<file path="config.mk">
export PLATFORM = sky130hd
export DESIGN_NAME = sac_top
export DESIGN_NICKNAME = d
export VERILOG_FILES = /design/src/sac_pkg.sv /design/src/sac_conv_if.sv /design/src/sac_scan_seq.sv /design/src/sac_top.sv
export SDC_FILE = /design/constraint.sdc
export NUM_CORES = 1
export LEC_CHECK = 0
export BUFFER_PORTS_ARGS = -buffer_cell sky130_fd_sc_hd__buf_2
export CORE_MARGIN = 4
export CORE_UTILIZATION = 50
export CTS_BUF_LIST = sky130_fd_sc_hd__clkbuf_8
export CTS_CLUSTER_DIAMETER = 50
export DETAILED_ROUTE_END_ITERATION = 7
export PLACE_DENSITY = 0.77
export RECOVER_POWER = 25
export SYNTH_ARGS = -nofsm -noshare
export SYNTH_HDL_FRONTEND = slang
export SYNTH_SLANG_ARGS = --single-unit
</file>
<file path="constraint.sdc">
create_clock -name sys_clk_i -period 2.8 [get_ports sys_clk_i]
set_clock_uncertainty 0.15 [all_clocks]
set_input_delay 0.28 -clock sys_clk_i [delete_from_list [all_inputs] [get_ports sys_clk_i]]
set_output_delay 0.28 -clock sys_clk_i [all_outputs]
set_load 0.005 [all_outputs]
</file>
<file path="src/sac_pkg.sv">
`default_nettype none
package sac_pkg;
	// Geometry of the result store
	localparam int unsigned SAC_NUM_CHAN = 32;
	localparam int unsigned SAC_NUM_DIFF = 16;
	localparam int unsigned SAC_CHAN_W = 5;
	localparam int unsigned SAC_RES_W = 12;
	localparam int unsigned SAC_REG_W = 16;
	localparam int unsigned SAC_SIGN_BIT = 11;
	localparam int unsigned SAC_ADDR_W = 7;

	// Register window, byte offsets inside the 128-byte block
	localparam logic [6:0] SAC_RESULT_BASE = 7'h00;
	localparam logic [6:0] SAC_RESULT_LAST = 7'h3e;
	localparam logic [6:0] SAC_CTRL_OFS = 7'h40;
	localparam logic [6:0] SAC_STAT_OFS = 7'h42;

	// Control register fields
	localparam int unsigned SAC_CTRL_IND_BIT = 0;
	localparam int unsigned SAC_CTRL_TWOS_BIT = 1;
	localparam int unsigned SAC_CTRL_SELF_BIT = 2;
	localparam int unsigned SAC_CTRL_REF_LO = 3;
	localparam int unsigned SAC_CTRL_REF_HI = 4;
	localparam logic [15:0] SAC_CTRL_RESET = 16'h0001;

	// Status register fields
	localparam int unsigned SAC_STAT_DIFF_BIT = 0;
	localparam int unsigned SAC_STAT_CHAN_LO = 8;
	localparam int unsigned SAC_STAT_CHAN_HI = 12;

	// Self-check reference selector codes
	localparam logic [1:0] SAC_REF_ZERO = 2'h0;
	localparam logic [1:0] SAC_REF_HIGH = 2'h1;
	localparam logic [1:0] SAC_REF_MID = 2'h2;
	localparam logic [1:0] SAC_REF_LOW = 2'h3;

	// Scan timing
	localparam int unsigned SAC_CLK_MHZ = 100;
	localparam int unsigned SAC_SAMPLE_PERIOD_NS = 24000;
	localparam int unsigned SAC_SAMPLE_CYC = SAC_SAMPLE_PERIOD_NS * SAC_CLK_MHZ / 1000;
	localparam int unsigned SAC_TICK_W = 12;

	typedef enum logic [0:0] {
		SAC_ST_WAIT,
		SAC_ST_CONV
	} sac_seq_state_t;
endpackage
`default_nettype wire

</file>
<file path="src/sac_conv_if.sv">
`timescale 1ns/100ps
`default_nettype none
interface sac_conv_if;
	import sac_pkg::*;
	logic diff_mode;
	logic start;
	logic [SAC_CHAN_W-1:0] chan;
	logic done;
	logic [SAC_RES_W-1:0] data;
	logic wr_valid;
	logic [SAC_CHAN_W-1:0] wr_chan;
	logic [SAC_RES_W-1:0] wr_data;

	// Sequencer side
	modport seq (
		input diff_mode, done, data,
		output start, chan, wr_valid, wr_chan, wr_data
	);

	// Register side
	modport regs (
		output diff_mode, done, data,
		input start, chan, wr_valid, wr_chan, wr_data
	);
endinterface
`default_nettype wire

</file>
<file path="src/sac_scan_seq.sv">
`timescale 1ns/100ps
`default_nettype none
module sac_scan_seq
	import sac_pkg::*;
(
	input wire logic sys_clk_i, // System clock
	input wire logic rst_i, // Async reset, high
	sac_conv_if.seq cv // Converter and result path
);
	logic [SAC_TICK_W-1:0] tick_cnt_q, tick_cnt_d;
	logic tick;
	sac_seq_state_t state_q, state_d;
	logic start_q, start_d;
	logic [SAC_CHAN_W-1:0] chan_q, chan_d;
	logic wr_valid_q, wr_valid_d;
	logic [SAC_CHAN_W-1:0] wr_chan_q, wr_chan_d;
	logic [SAC_RES_W-1:0] wr_data_q, wr_data_d;

	////////////////////////////////////////////////////////////////
	// Sample pacing and channel walk
	always_comb
	begin
		tick = (tick_cnt_q == SAC_TICK_W'(SAC_SAMPLE_CYC - 1));
		tick_cnt_d = tick ? '0 : tick_cnt_q + 1'b1;
		state_d = state_q;
		start_d = 1'b0;
		chan_d = chan_q;
		wr_valid_d = 1'b0;
		wr_chan_d = wr_chan_q;
		wr_data_d = wr_data_q;
		unique case (state_q)
			SAC_ST_WAIT:
			begin
				if (tick)
				begin
					start_d = 1'b1;
					state_d = SAC_ST_CONV;
				end
			end
			SAC_ST_CONV:
			begin
				if (cv.done)
				begin
					// Whole result moves in one cycle
					wr_valid_d = 1'b1;
					wr_chan_d = chan_q;
					wr_data_d = cv.data;
					if ((cv.diff_mode && chan_q == SAC_CHAN_W'(SAC_NUM_DIFF - 1)) ||
						chan_q == SAC_CHAN_W'(SAC_NUM_CHAN - 1))
						chan_d = '0;
					else
						chan_d = chan_q + 1'b1;
					state_d = SAC_ST_WAIT;
				end
				else if (tick)
					start_d = 1'b1; // Retry a lost conversion
			end
		endcase
	end

	// State registers
	always_ff @(posedge sys_clk_i or posedge rst_i)
	begin
		if (rst_i)
		begin
			tick_cnt_q <= '0;
			state_q <= SAC_ST_WAIT;
			start_q <= 1'b0;
			chan_q <= '0;
			wr_valid_q <= 1'b0;
			wr_chan_q <= '0;
			wr_data_q <= '0;
		end
		else
		begin
			tick_cnt_q <= tick_cnt_d;
			state_q <= state_d;
			start_q <= start_d;
			chan_q <= chan_d;
			wr_valid_q <= wr_valid_d;
			wr_chan_q <= wr_chan_d;
			wr_data_q <= wr_data_d;
		end
	end

	// Outputs from flops
	assign cv.start = start_q;
	assign cv.chan = chan_q;
	assign cv.wr_valid = wr_valid_q;
	assign cv.wr_chan = wr_chan_q;
	assign cv.wr_data = wr_data_q;
endmodule
`default_nettype wire

</file>
<file path="src/sac_top.sv">
`timescale 1ns/100ps
`default_nettype none
// Function
// - After reset the block scans every configured channel on its own, with no setup.
// - Reset turns the panel indicator on.
// - Reset selects offset-binary coding for all results.
// - The panel indicator goes off only when software clears it.
// - One 12-bit right-aligned result per channel, 32 single-ended or 16 differential.
// - Software picks offset binary or two's complement, applied to every result.
// - In two's complement, bit 11 is copied into bits 12 to 15.
// - Software picks one of four self-check reference levels.
// - Conversions run at no less than 40 thousand samples per second in total.
// - Each result carries 12 bits, code zero at the bottom of the range, 4096 codes.
// - In self-check mode the reference replaces the multiplexer output at the converter.
// - Registers occupy offsets 0x00 to 0x43 of a 128-byte window reached with 16-bit and 8-bit transfers.
module sac_top
	import sac_pkg::*;
(
	input wire logic sys_clk_i, // System clock
	input wire logic rst_i, // Async reset, high
	input wire logic req_i, // Register access strobe
	input wire logic we_i, // Write when high
	input wire logic [SAC_ADDR_W-1:0] addr_i, // Byte offset in window
	input wire logic [1:0] be_i, // Byte lanes, bit1 = high byte
	input wire logic [SAC_REG_W-1:0] wdata_i, // Write data
	output logic ack_o, // Access done pulse
	output logic err_o, // Refused access pulse, unmapped offset or no byte lane
	output logic [SAC_REG_W-1:0] rdata_o, // Read data
	input wire logic diff_mode_i, // Strap, differential inputs
	output logic conv_start_o, // Start conversion pulse
	output logic [SAC_CHAN_W-1:0] mux_sel_o, // Input multiplexer channel
	input wire logic conv_done_i, // Conversion done pulse
	input wire logic [SAC_RES_W-1:0] conv_data_i, // Raw offset-binary result
	output logic self_check_o, // Reference replaces mux
	output logic [1:0] ref_sel_o, // Reference level select
	output logic panel_indicator_o // Front-panel indicator
);
	sac_conv_if cv ();

	logic [SAC_RES_W-1:0] result_mem [SAC_NUM_CHAN];
	logic [SAC_REG_W-1:0] ctrl_q, ctrl_d;
	logic diff_q, diff_d;
	logic strap_taken_q, strap_taken_d;
	logic ack_q, ack_d;
	logic err_q, err_d;
	logic [SAC_REG_W-1:0] rdata_q, rdata_d;
	logic [SAC_REG_W-1:0] rd_word;
	logic hit_result, hit_ctrl, hit_stat;
	logic [SAC_CHAN_W-1:0] rd_chan;
	logic self_check_d;
	logic [1:0] ref_sel_d;

	////////////////////////////////////////////////////////////////
	// Result formatting
	function automatic logic [SAC_REG_W-1:0] sac_code(input logic [SAC_RES_W-1:0] raw, input logic twos);
		logic [SAC_RES_W-1:0] v;
		v = raw;
		if (twos)
		begin
			v[SAC_SIGN_BIT] = ~raw[SAC_SIGN_BIT];
			return {{(SAC_REG_W - SAC_RES_W){v[SAC_SIGN_BIT]}}, v};
		end
		return {{(SAC_REG_W - SAC_RES_W){1'b0}}, v};
	endfunction

	// Byte-lane merge for writes
	function automatic logic [SAC_REG_W-1:0] sac_merge(input logic [SAC_REG_W-1:0] old,
		input logic [SAC_REG_W-1:0] nw, input logic [1:0] be);
		return {be[1] ? nw[15:8] : old[15:8], be[0] ? nw[7:0] : old[7:0]};
	endfunction

	////////////////////////////////////////////////////////////////
	// Scan sequencer
	sac_scan_seq u_seq (
		.sys_clk_i(sys_clk_i),
		.rst_i(rst_i),
		.cv(cv.seq)
	);

	assign cv.diff_mode = diff_q;
	assign cv.done = conv_done_i;
	assign cv.data = conv_data_i;

	////////////////////////////////////////////////////////////////
	// Address decode
	always_comb
	begin
		hit_result = (addr_i[SAC_ADDR_W-1:1] <= SAC_RESULT_LAST[SAC_ADDR_W-1:1]);
		hit_ctrl = (addr_i[SAC_ADDR_W-1:1] == SAC_CTRL_OFS[SAC_ADDR_W-1:1]);
		hit_stat = (addr_i[SAC_ADDR_W-1:1] == SAC_STAT_OFS[SAC_ADDR_W-1:1]);
		rd_chan = addr_i[SAC_CHAN_W:1];
		rd_word = '0;
		if (hit_result)
		begin
			if (!diff_q || rd_chan < SAC_CHAN_W'(SAC_NUM_DIFF))
				rd_word = sac_code(result_mem[rd_chan], ctrl_q[SAC_CTRL_TWOS_BIT]);
		end
		else if (hit_ctrl)
			rd_word = ctrl_q;
		else if (hit_stat)
		begin
			rd_word[SAC_STAT_DIFF_BIT] = diff_q;
			rd_word[SAC_STAT_CHAN_HI:SAC_STAT_CHAN_LO] = cv.chan;
		end
	end

	////////////////////////////////////////////////////////////////
	// Register access next state
	always_comb
	begin
		ctrl_d = ctrl_q;
		ack_d = 1'b0;
		err_d = 1'b0;
		rdata_d = rdata_q;
		diff_d = diff_q;
		strap_taken_d = 1'b1;
		if (!strap_taken_q)
			diff_d = diff_mode_i;
		if (req_i)
		begin
			if (!(hit_result || hit_ctrl || hit_stat) || be_i == 2'b00)
				err_d = 1'b1;
			else
			begin
				ack_d = 1'b1;
				if (we_i)
				begin
					if (hit_ctrl)
						ctrl_d = sac_merge(ctrl_q, wdata_i, be_i) & 16'h001f;
				end
				else
					rdata_d = rd_word;
			end
		end
	end

	// Control and bus registers
	always_ff @(posedge sys_clk_i or posedge rst_i)
	begin
		if (rst_i)
		begin
			ctrl_q <= SAC_CTRL_RESET;
			diff_q <= 1'b0;
			strap_taken_q <= 1'b0;
			ack_q <= 1'b0;
			err_q <= 1'b0;
			rdata_q <= '0;
		end
		else
		begin
			ctrl_q <= ctrl_d;
			diff_q <= diff_d;
			strap_taken_q <= strap_taken_d;
			ack_q <= ack_d;
			err_q <= err_d;
			rdata_q <= rdata_d;
		end
	end

	////////////////////////////////////////////////////////////////
	// Result store, written whole in one cycle
	always_ff @(posedge sys_clk_i)
	begin
		if (cv.wr_valid)
			result_mem[cv.wr_chan] <= cv.wr_data;
	end

	////////////////////////////////////////////////////////////////
	// Converter side next values
	always_comb
	begin
		self_check_d = ctrl_q[SAC_CTRL_SELF_BIT];
		ref_sel_d = ctrl_q[SAC_CTRL_REF_HI:SAC_CTRL_REF_LO];
	end

	// Converter side outputs
	always_ff @(posedge sys_clk_i or posedge rst_i)
	begin
		if (rst_i)
		begin
			self_check_o <= 1'b0;
			ref_sel_o <= SAC_REF_ZERO;
		end
		else
		begin
			self_check_o <= self_check_d;
			ref_sel_o <= ref_sel_d;
		end
	end

	assign conv_start_o = cv.start;
	assign mux_sel_o = cv.chan;
	assign panel_indicator_o = ctrl_q[SAC_CTRL_IND_BIT];
	assign ack_o = ack_q;
	assign err_o = err_q;
	assign rdata_o = rdata_q;
endmodule
`default_nettype wire

</file>
==> flow_summary.yaml, run 1 <==
flow_run:
  drv.max_cap_violation_count: 3
routing:
  wl_per_cell_microns: 24.18
  dr.first_iter.drc_count: 944
  via_per_inst: 5.841
  finalWirelength_microns: 38260
  drcViolationCount: 0
  vias: 9240
  ant_nets: 0
  dr.pass1.iters: 5
placement:
  gp_congestion: 0.9040
  detailed_place_hpwl_microns: 24160
  pre_cts_slack_ps: -243.1
  io_buffers: 58
worst_setup_path:
  critPathKind: "reg2reg"
  worst_ep_required_time_ps: 3100
  cp.arrival_ps: 2830
  end_kind: "flip-flop"
  setup.worst_path.start: "result_mem[14][4]"
  worstPathMaxFanout: 1
  startpoint_type: "flip-flop"
  r2r-start: "result_mem[14][4]"
global_route:
  grt_max_degree: 47
  grt_overflow: 0
  grt_pass1_wl_microns: 58200
  antenna_found_initial: 1
  grt_pass1_vias: 9664
  track_usage: 0.2025
cells_and_area:
  final_core_util: 0.5850
  fill_cells: 2466
  fin_nets: 1122
  drive_gt1_frac: 0.3011
  area_growth_pct: 15.40
  seqCellArea_sq_mm: 0.01311
  multi_input_area_sq_mm: 0.004175
logic_synthesis:
  async_reset_ff_frac: 0.1409
  synth_top_area_frac: 0.6569
  synth_edf_count: 384
  syn_area_per_cell_sq_um: 19.57
  synth_cell_types: 52
  synth_area_leader_cell: "edfxtp_1"
  synthFlopType: "edfxtp_1"
  netlist_area_sq_mm: 0.01755
  synthTopCellsByCount: "384 x edfxtp_1, 85 x mux4_2, 66 x nor2_1"
  syn_inst: 897
  synth.ff_latch_count: 447
  yosysSeqAreaShare: 0.7468
  yosysMostFrequentCell: "edfxtp_1"
  yosysWarnings: 0
  synth_fp_nets: 945
  ys_top_cells_by_area: "edfxtp_1 66%, mux4_2 11%, dfrtp_1 8.8%"
die:
  core_area_sq_mm: 0.03463
  num_rows: 68
  initial_core_util: 0.5069
  pin_count: 71
  die_w_microns: 195.4
  die_h_microns: 195.4
  die_area_sq_mm: 0.03817
timing:
  setup_viol: 0
  finalCriticalPeriod_ps: 2526
  rsz0062_at_grt: "false"
  setup_tns_ps: 0
  period_share: 0.9020
  slew_viol_final: 68
  hold_slack_ps: 112.7
  hold_viol: 0
  slew_headroom: -0.1344
  layout_setup_ws_ps: 274.4
  tightest_slew_ps: 1702
  fmax_mhz: 396.0
clock_tree:
  clk_pin_slew_ps: 70
  htree_levels: 3
  post-cts-setup-buffers: 0
  clk_latency_ps: 580
  numCtsBuffers: 68
  cts_buffer_depth: 3
  cts_tree: "done"
  root_buffer: "clkbuf_8"
  numClockSinks: 447
  cts_resized: 0
worst_hold_path:
  hold_start: "be_i[1]"
  hp-class: "in2reg"
run_status:
  violations: "max-capacitance violations, max-slew violations"
  outcome: "complete, but fails checks"
pwr:
  power_density_mw_per_mm2: 630.8
  leakagePower_nw: 6.174
  irDropWorstVdd_uv: 354.5
  total_power_w: 0.01278
repair_timing:
action	in CTS	in global routing
setup endpoints to repair	0	0
hold buffers	22	0
endpoints found under the hold margin	58	0
final timing paths:
check	cells past startpoint	slack, ps	end
worst max register to register	6	270	rdata_o[4]
worst min register to register	0	300	self_check_o
max in group asynchronous	4	590	rdata_o[3]
worst min-delay path	3	110	ack_o
worst max-delay path	6	270	rdata_o[4]
min in group asynchronous	3	550	u_seq.cv.wr_data[10]
sequential cells by signal, summed over array words and instances, names as in the netlist, 2 cells and up:
signal,flops
rdata_o,14
result_mem,384
u_seq.cv.wr_data,12
u_seq.tick_cnt_q,12
u_seq.cv.wr_chan,5
ref_sel_o,2
u_seq.cv.chan,5
ctrl_q,5
stage by stage:
step / instances / instance area [sq um]
after floorplan: 897 / 17550
after global placement: 1437 / 18750
after detailed placement: 1437 / 18750
after CTS: 1581 / 20280
after global routing: 1582 / 20260
final: 1582 / 20260
critical path, cell delays in order, from the launching register on:
cell       delay [ps]
edfxtp_1          370
mux4_2            460
mux2i_1           260
nor2_1             70
a2111oi_0         800
buf_4             240
o21ai_0            70
layout by cell type (no fill, tap or decap), drive strengths merged, types with 7 or more instances in the layout:
cell type,instances
nor2b,7
nor2,66
mux4,90
edfxtp,384
o21ai,18
mux2,40
nand3,17
dlygate4sd3,22
inv,35
nand2,33
clkinv,12
buf,123
clkbuf,84
dfrtp,62
a22oi,10
mux2i,40
report_power, final:
group | internal (W) | switching, W | leakage [nW]
Sequential | 0.00718 | 0.0000448 | 3.46
Clock | 0.00275 | 0.00238 | 0.763
Combinational | 0.000196 | 0.000225 | 1.95
final cells by class:
cell class / count / area share
diodes: 1 / 0.0001235
inverters: 5 / 0.0009264
flip-flops and latches: 447 / 0.6471
clock inverters: 47 / 0.01383
well taps: 455 / 0.02810
repair buffers: 154 / 0.05287
clock buffers: 75 / 0.05095
multi-input cells: 398 / 0.2061
metal layers:
layer / global-route usage / wire length [microns] / vias up
met1: 0.2712 / 14660 / 4784
met5: 0 / 0 / -
met4: 0.08663 / 1575 / 0
li1: - / - / 3969
met2: 0.3274 / 19220 / 396
met3: 0.04141 / 2807 / 91
cells by family after synthesis:
group                      Yosys count  share of synthesized area
buffers and inverters               52                    0.01568
other                                1                  0.0002136
adders and majority gates            5                   0.003564
and+or+nand+nor                    154                    0.04113
AOI/OAI and AO/OA                   58                    0.02267
DFF                                447                     0.7468
muxes                              170                     0.1650
xor gates and xnor gates            10                   0.004989
Note: power is estimated with default switching activity, not from simulation.
==> run 2: changes to the inputs <==
--- a/config.mk
+++ b/config.mk
@@ -6,12 +6,14 @@
 export NUM_CORES = 1
 export LEC_CHECK = 0
 export BUFFER_PORTS_ARGS = -buffer_cell sky130_fd_sc_hd__buf_2
+export CELL_PAD_IN_SITES_DETAIL_PLACEMENT = 1
+export CELL_PAD_IN_SITES_GLOBAL_PLACEMENT = 2
 export CORE_MARGIN = 4
 export CORE_UTILIZATION = 50
 export CTS_BUF_LIST = sky130_fd_sc_hd__clkbuf_8
 export CTS_CLUSTER_DIAMETER = 50
 export DETAILED_ROUTE_END_ITERATION = 7
-export PLACE_DENSITY = 0.77
+export PLACE_DENSITY = 0.92
 export RECOVER_POWER = 25
 export SYNTH_ARGS = -nofsm -noshare
 export SYNTH_HDL_FRONTEND = slang
==> run 2 against run 1 <==
  * The run still ends with max-capacitance violations, max-slew violations left
  * Sequential share of layout area is 0.088 points lower
  * First-iteration DRC count is 17% lower
  * Register-to-register slack better by 80 ps
  * Sequential power hardly changed
  * Sequential cell count stayed put
  * Combinational power hardly changed
  * Critical endpoint is now rdata_o[9]
  * Critical path depth is 1 higher
  * Largest power group unchanged
  * Maximum frequency is 2.6% higher
  * Largest cell class unchanged
==> flow_summary.yaml, run 2 (synthesized netlist as in run 1, its figures left out) <==
die:
  die_area_sq_mm: 0.03817
  die_w_microns: 195.4
  core_area_sq_mm: 0.03463
  initial_core_util: 0.5069
  num_rows: 68
  die_h_microns: 195.4
  pin_count: 71
cells_and_area:
  area_growth_pct: 15.56
  seqCellArea_sq_mm: 0.01311
  layout_commonest_cell: "edfxtp_1"
  drive_gt1_frac: 0.3076
  fill_cells: 3022
  top_register: "result_mem"
  post-route-cell-area_sq_mm: 0.02029
  largest_register_ffs: 384
  multi_input_area_sq_mm: 0.004155
  fin_nets: 1134
  layout_common_cells: "384 x edfxtp_1, 85 x mux4_2, 79 x clkbuf_8"
  final_core_util: 0.5858
global_route:
  track_usage: 0.2359
  grt_overflow: 0
  grt_pass1_wl_microns: 66290
  antenna_found_initial: 2
  grt_max_degree: 42
  grt_pass1_vias: 10300
timing:
  rsz0062_at_grt: "false"
  finalCriticalPeriod_ps: 2461
  fmax_mhz: 406.4
  hold_viol: 0
  period_share: 0.8788
  tightest_slew_ps: 1876
  slew_headroom: -0.2505
  layout_setup_ws_ps: 339.5
  setup_viol: 0
  setup_tns_ps: 0
  slew_viol_final: 245
worst_setup_path:
  worstPathMaxFanout: 24
  reg2regPathDepth: 7
  reg2reg_to: "rdata_o[11]"
  critPathBufInv: 2
  critPathTopFamily: "simple AND/OR/NAND/NOR gates"
  cpMostUsedCell: "buf_4"
  setup.worst_path.start: "addr_i[2]"
  worst_ep_required_time_ps: 3120
  endpoint: "rdata_o[9]"
  slowest_stage: "nor4_1"
  critPathKind: "in2reg"
  worst-r2r-setup-slack_ps: 350
  crit_path_cell_trace: "buf_4, nor4_1, nor2b_1, or3_1, a2111oi_0, buf_4, o21ai_0"
  end_kind: "flip-flop"
  startpoint_type: "primary input"
  cp.depth: 7
  cpPeakStageDelay_ps: 800
  r2r-start: "result_mem[14][11]"
  cp.arrival_ps: 2780
placement:
  pre_cts_slack_ps: 77.90
  place_area_sq_mm: 0.01879
  detailed_place_hpwl_microns: 28110
  gp_congestion: 0.8370
  io_buffers: 58
pwr:
  irDropWorstVdd_uv: 396.3
  power_density_mw_per_mm2: 633.9
  leakagePower_nw: 6.232
clock_tree:
  cts_tree: "done"
  clk_pin_slew_ps: 60
  clk_latency_ps: 630
  cts_buffer_depth: 3
  cts_resized: 0
  numClockSinks: 447
  root_buffer: "clkbuf_8"
  numCtsBuffers: 73
  htree_levels: 3
run_status:
  violations: "max-capacitance violations, max-slew violations"
  outcome: "complete, but fails checks"
flow_run:
  drv.max_cap_violation_count: 7
worst_hold_path:
  hp-class: "in2reg"
routing:
  dr.pass1.iters: 5
  dr.first_iter.drc_count: 781
  wl_met3_microns: 3354
  vias: 9564
  drcViolationCount: 0
  finalWirelength_microns: 44820
  highest_layer: "met5"
  via_per_inst: 6.000
  wl_per_cell_microns: 28.12
  ant_nets: 0
  wl_met2_microns: 22140
  drt-met1-wl_microns: 17900
run 2: changes by cell type in the layout (fill, tap and decap cells not counted), sizes merged:
cell	before	now
buf	123	133
clkinv	12	15
bufinv	3	1
clkbuf	84	85
run 2: metal layers:
layer  global-route usage  up-vias
met5                    0        -
met4              0.08792        2
met3              0.06332      103
met2               0.3772      419
met1               0.3155     5049
li1                     -     3991
run 2: how the worst min path moves through the flow:
stage | from | to | slack, ps | depth (start not counted)
final | be_i[1] | ack_o | 60 | 3
after global routing | be_i[1] | ack_o | 50 | 3
after CTS | be_i[1] | ack_o | 7 | 3
after detailed placement | ctrl_q[3] | ref_sel_o[0] | 270 | 0
after global placement | ctrl_q[2] | self_check_o | 260 | 0
after floorplan | ctrl_q[3] | ref_sel_o[0] | 210 | 0
run 2: power breakdown:
group	total (W)	switching, W	leakage (nW)	internal, W
Clock	0.00522	0.00254	0.779	0.00268
Sequential	0.00722	0.0000363	3.46	0.00719
Combinational	0.000419	0.000227	1.99	0.000191
run 2: timing repair:
action / 4_1_cts / 5_1_grt
hold buffers: 22 / 0
endpoints found under the hold margin: 59 / 0
setup buffers: 0 / 0
endpoints found under the setup margin: 0 / 0
run 2: layout make-up:
| class | count | area share |
|---|---|---|
| Sequential cell | 447 | 0.6462 |
| Multi-Input combinational cell | 398 | 0.2048 |
| Timing Repair Buffer | 161 | 0.05508 |
| Clock buffer | 79 | 0.05360 |
| Tap cell | 455 | 0.02806 |
| Clock inverter | 48 | 0.01116 |
| Inverter | 5 | 0.0009252 |
| Antenna cell | 1 | 0.0001234 |
run 2: worst min-delay path: stages:
cell     delay, ps
buf_2           90
o21ai_0        180
nor2_1         200
run 2: metrics by stage:
step                      cells  hold WS (ps)  power, W
after global placement     1444         262.8  0.007743
after floorplan             897         214.9  0.007589
final                      1594         61.75   0.01286
after CTS                  1593         7.178   0.01295
after detailed placement   1444         272.1  0.007756
after global routing       1594         51.27   0.01334
==> run 3: changes to the inputs <==
--- a/config.mk
+++ b/config.mk
@@ -13,7 +13,7 @@
 export CTS_BUF_LIST = sky130_fd_sc_hd__clkbuf_8
 export CTS_CLUSTER_DIAMETER = 50
 export DETAILED_ROUTE_END_ITERATION = 7
-export PLACE_DENSITY = 0.92
+export PLACE_DENSITY = 0.85
 export RECOVER_POWER = 25
 export SYNTH_ARGS = -nofsm -noshare
 export SYNTH_HDL_FRONTEND = slang
==> run 3 against run 2 <==
  * Worst hold slack better by 24 ps
  * Design area is 0.31% lower
  * Power is 0.99% lower
  * The flow still finishes with violations (max-capacitance violations, max-slew violations)
  * Clock-buffer cell count is 2 lower
  * Largest power group unchanged
  * Sequential power hardly changed
==> flow_summary.yaml, run 3 (synthesized netlist as in run 1, its figures left out) <==
run_status:
  outcome: "complete, but fails checks"
  violations: "max-capacitance violations, max-slew violations"
routing:
  highest_layer: "met4"
  via_per_inst: 5.905
  wl_met2_microns: 23500
  ant_nets: 0
  dr.first_iter.drc_count: 938
  dr.pass1.iters: 5
  drcViolationCount: 0
  wl_per_cell_microns: 28.19
  wl_met3_microns: 2571
  finalWirelength_microns: 44430
  drt-met1-wl_microns: 17240
  vias: 9307
clock_tree:
  numClockSinks: 447
  clk_latency_ps: 580
  numCtsBuffers: 69
  cts_buffer_depth: 3
  cts_resized: 0
  cts_tree: "done"
  post-cts-setup-buffers: 0
  root_buffer: "clkbuf_8"
  htree_levels: 3
  clk_pin_slew_ps: 70
global_route:
  grt_overflow: 0
  grt_pass1_vias: 10090
  grt_pass1_wl_microns: 66180
  antenna_found_initial: 3
  track_usage: 0.2348
  grt_max_degree: 42
die:
  num_rows: 68
  die_w_microns: 195.4
  die_h_microns: 195.4
  pin_count: 71
  initial_core_util: 0.5069
  core_area_sq_mm: 0.03463
  die_area_sq_mm: 0.03817
cells_and_area:
  post-route-cell-area_sq_mm: 0.02022
  fill_cells: 3054
  layout_commonest_cell: "edfxtp_1"
  final_core_util: 0.5840
  largest_register_ffs: 384
  area_growth_pct: 15.20
  fin_nets: 1119
  drive_gt1_frac: 0.3003
  top_register: "result_mem"
  layout_common_cells: "384 x edfxtp_1, 85 x mux4_2, 77 x clkbuf_8"
timing:
  finalCriticalPeriod_ps: 2697
  slew_headroom: -0.2048
  tightest_slew_ps: 1807
  period_share: 0.9633
  hold_slack_ps: 86.12
  hold_viol: 0
  fmax_mhz: 370.7
  setup_viol: 0
  slew_viol_final: 237
  rsz0062_at_grt: "false"
flow_run:
  drv.max_cap_violation_count: 7
placement:
  gp_congestion: 0.8071
  place_area_sq_mm: 0.01877
  detailed_place_hpwl_microns: 26930
  io_buffers: 58
worst_setup_path:
  critPathKind: "in2reg"
  startpoint_type: "primary input"
  worst_ep_required_time_ps: 3090
  reg2regPathDepth: 6
  cp.arrival_ps: 2990
  worstPathMaxFanout: 11
  end_kind: "flip-flop"
pwr:
  power_density_mw_per_mm2: 629.6
  irDropWorstVdd_uv: 441.2
  leakagePower_nw: 6.133
worst_hold_path:
  hp-class: "in2reg"
  whs_path_depth: 4
==> run 3: changes by cell type in the layout (fill, tap and decap cells not counted), sizes merged <==
cell,change
buf,-13
clkinv,+7
clkinvlp,-2
diode,+1
inv,-11
==> run 3: critical path, cell delays in order <==
cell           delay, ps
dlygate4sd3_1        520
clkbuf_1             130
o21ai_0              260
or3_1                590
a2111oi_0            880
buf_4                230
o21ai_0               90
==> run 3: report_power, final <==
group / internal (W) / leakage, nW / switching, W
combinational: 0.000199 / 1.95 / 0.000241
clock: 0.00260 / 0.720 / 0.00246
sequential: 0.00718 / 3.46 / 0.0000422
==> run 3: layout make-up <==
type | instances | area (sq um) | area share
diodes | 2 | 5.005 | 0.0002475
clock buffers | 77 | 1060 | 0.05241
clock inverters | 42 | 192.7 | 0.009529
inverters | 5 | 18.77 | 0.0009281
multi-input cells | 398 | 4175 | 0.2065
flip-flops and latches | 447 | 13110 | 0.6482
well taps | 455 | 569.3 | 0.02815
repair buffers | 150 | 1092 | 0.05402
==> run 3: timing repair <==
action / CTS / global route
setup endpoints to repair: 0 / 0
hold buffers: 22 / 0
hold endpoints to repair: 47 / 0
==> run 3: routing by layer <==
metal,GRT usage,vias to the layer above
met4,0.06698,0
li1,-,3958
met2,0.4073,367
met1,0.3106,4900
met3,0.03882,82
met5,0,-
==> run 3: metrics by stage <==
| stage | power, W | instances | setup TNS (ps) | setup WS [ps] |
|---|---|---|---|---|
| after global placement | 0.007762 | 1433 | -321.8 | -321.8 |
| after floorplan | 0.007589 | 897 | 0 | 257.4 |
| final | 0.01273 | 1576 | 0 | 102.6 |
| after CTS | 0.01277 | 1574 | 0 | 251.1 |
| after detailed placement | 0.007775 | 1433 | -370.4 | -370.4 |
| after global routing | 0.01321 | 1575 | 0 | 19.86 |
==> run 3: path summary, 6_finish.rpt <==
| kind | start | to | slack [ps] |
|---|---|---|---|
| worst max-delay path | req_i | rdata_o[9] | 100 |
| worst min-delay path | addr_i[6] | rdata_o[5] | 90 |
| worst max register to register | result_mem[7][9] | rdata_o[9] | 150 |
| worst min register to register | ctrl_q[3] | ref_sel_o[0] | 280 |
| max in group asynchronous | rst_i | ctrl_q[0] | 1230 |
| min in group asynchronous | rst_i | rdata_o[7] | 420 |
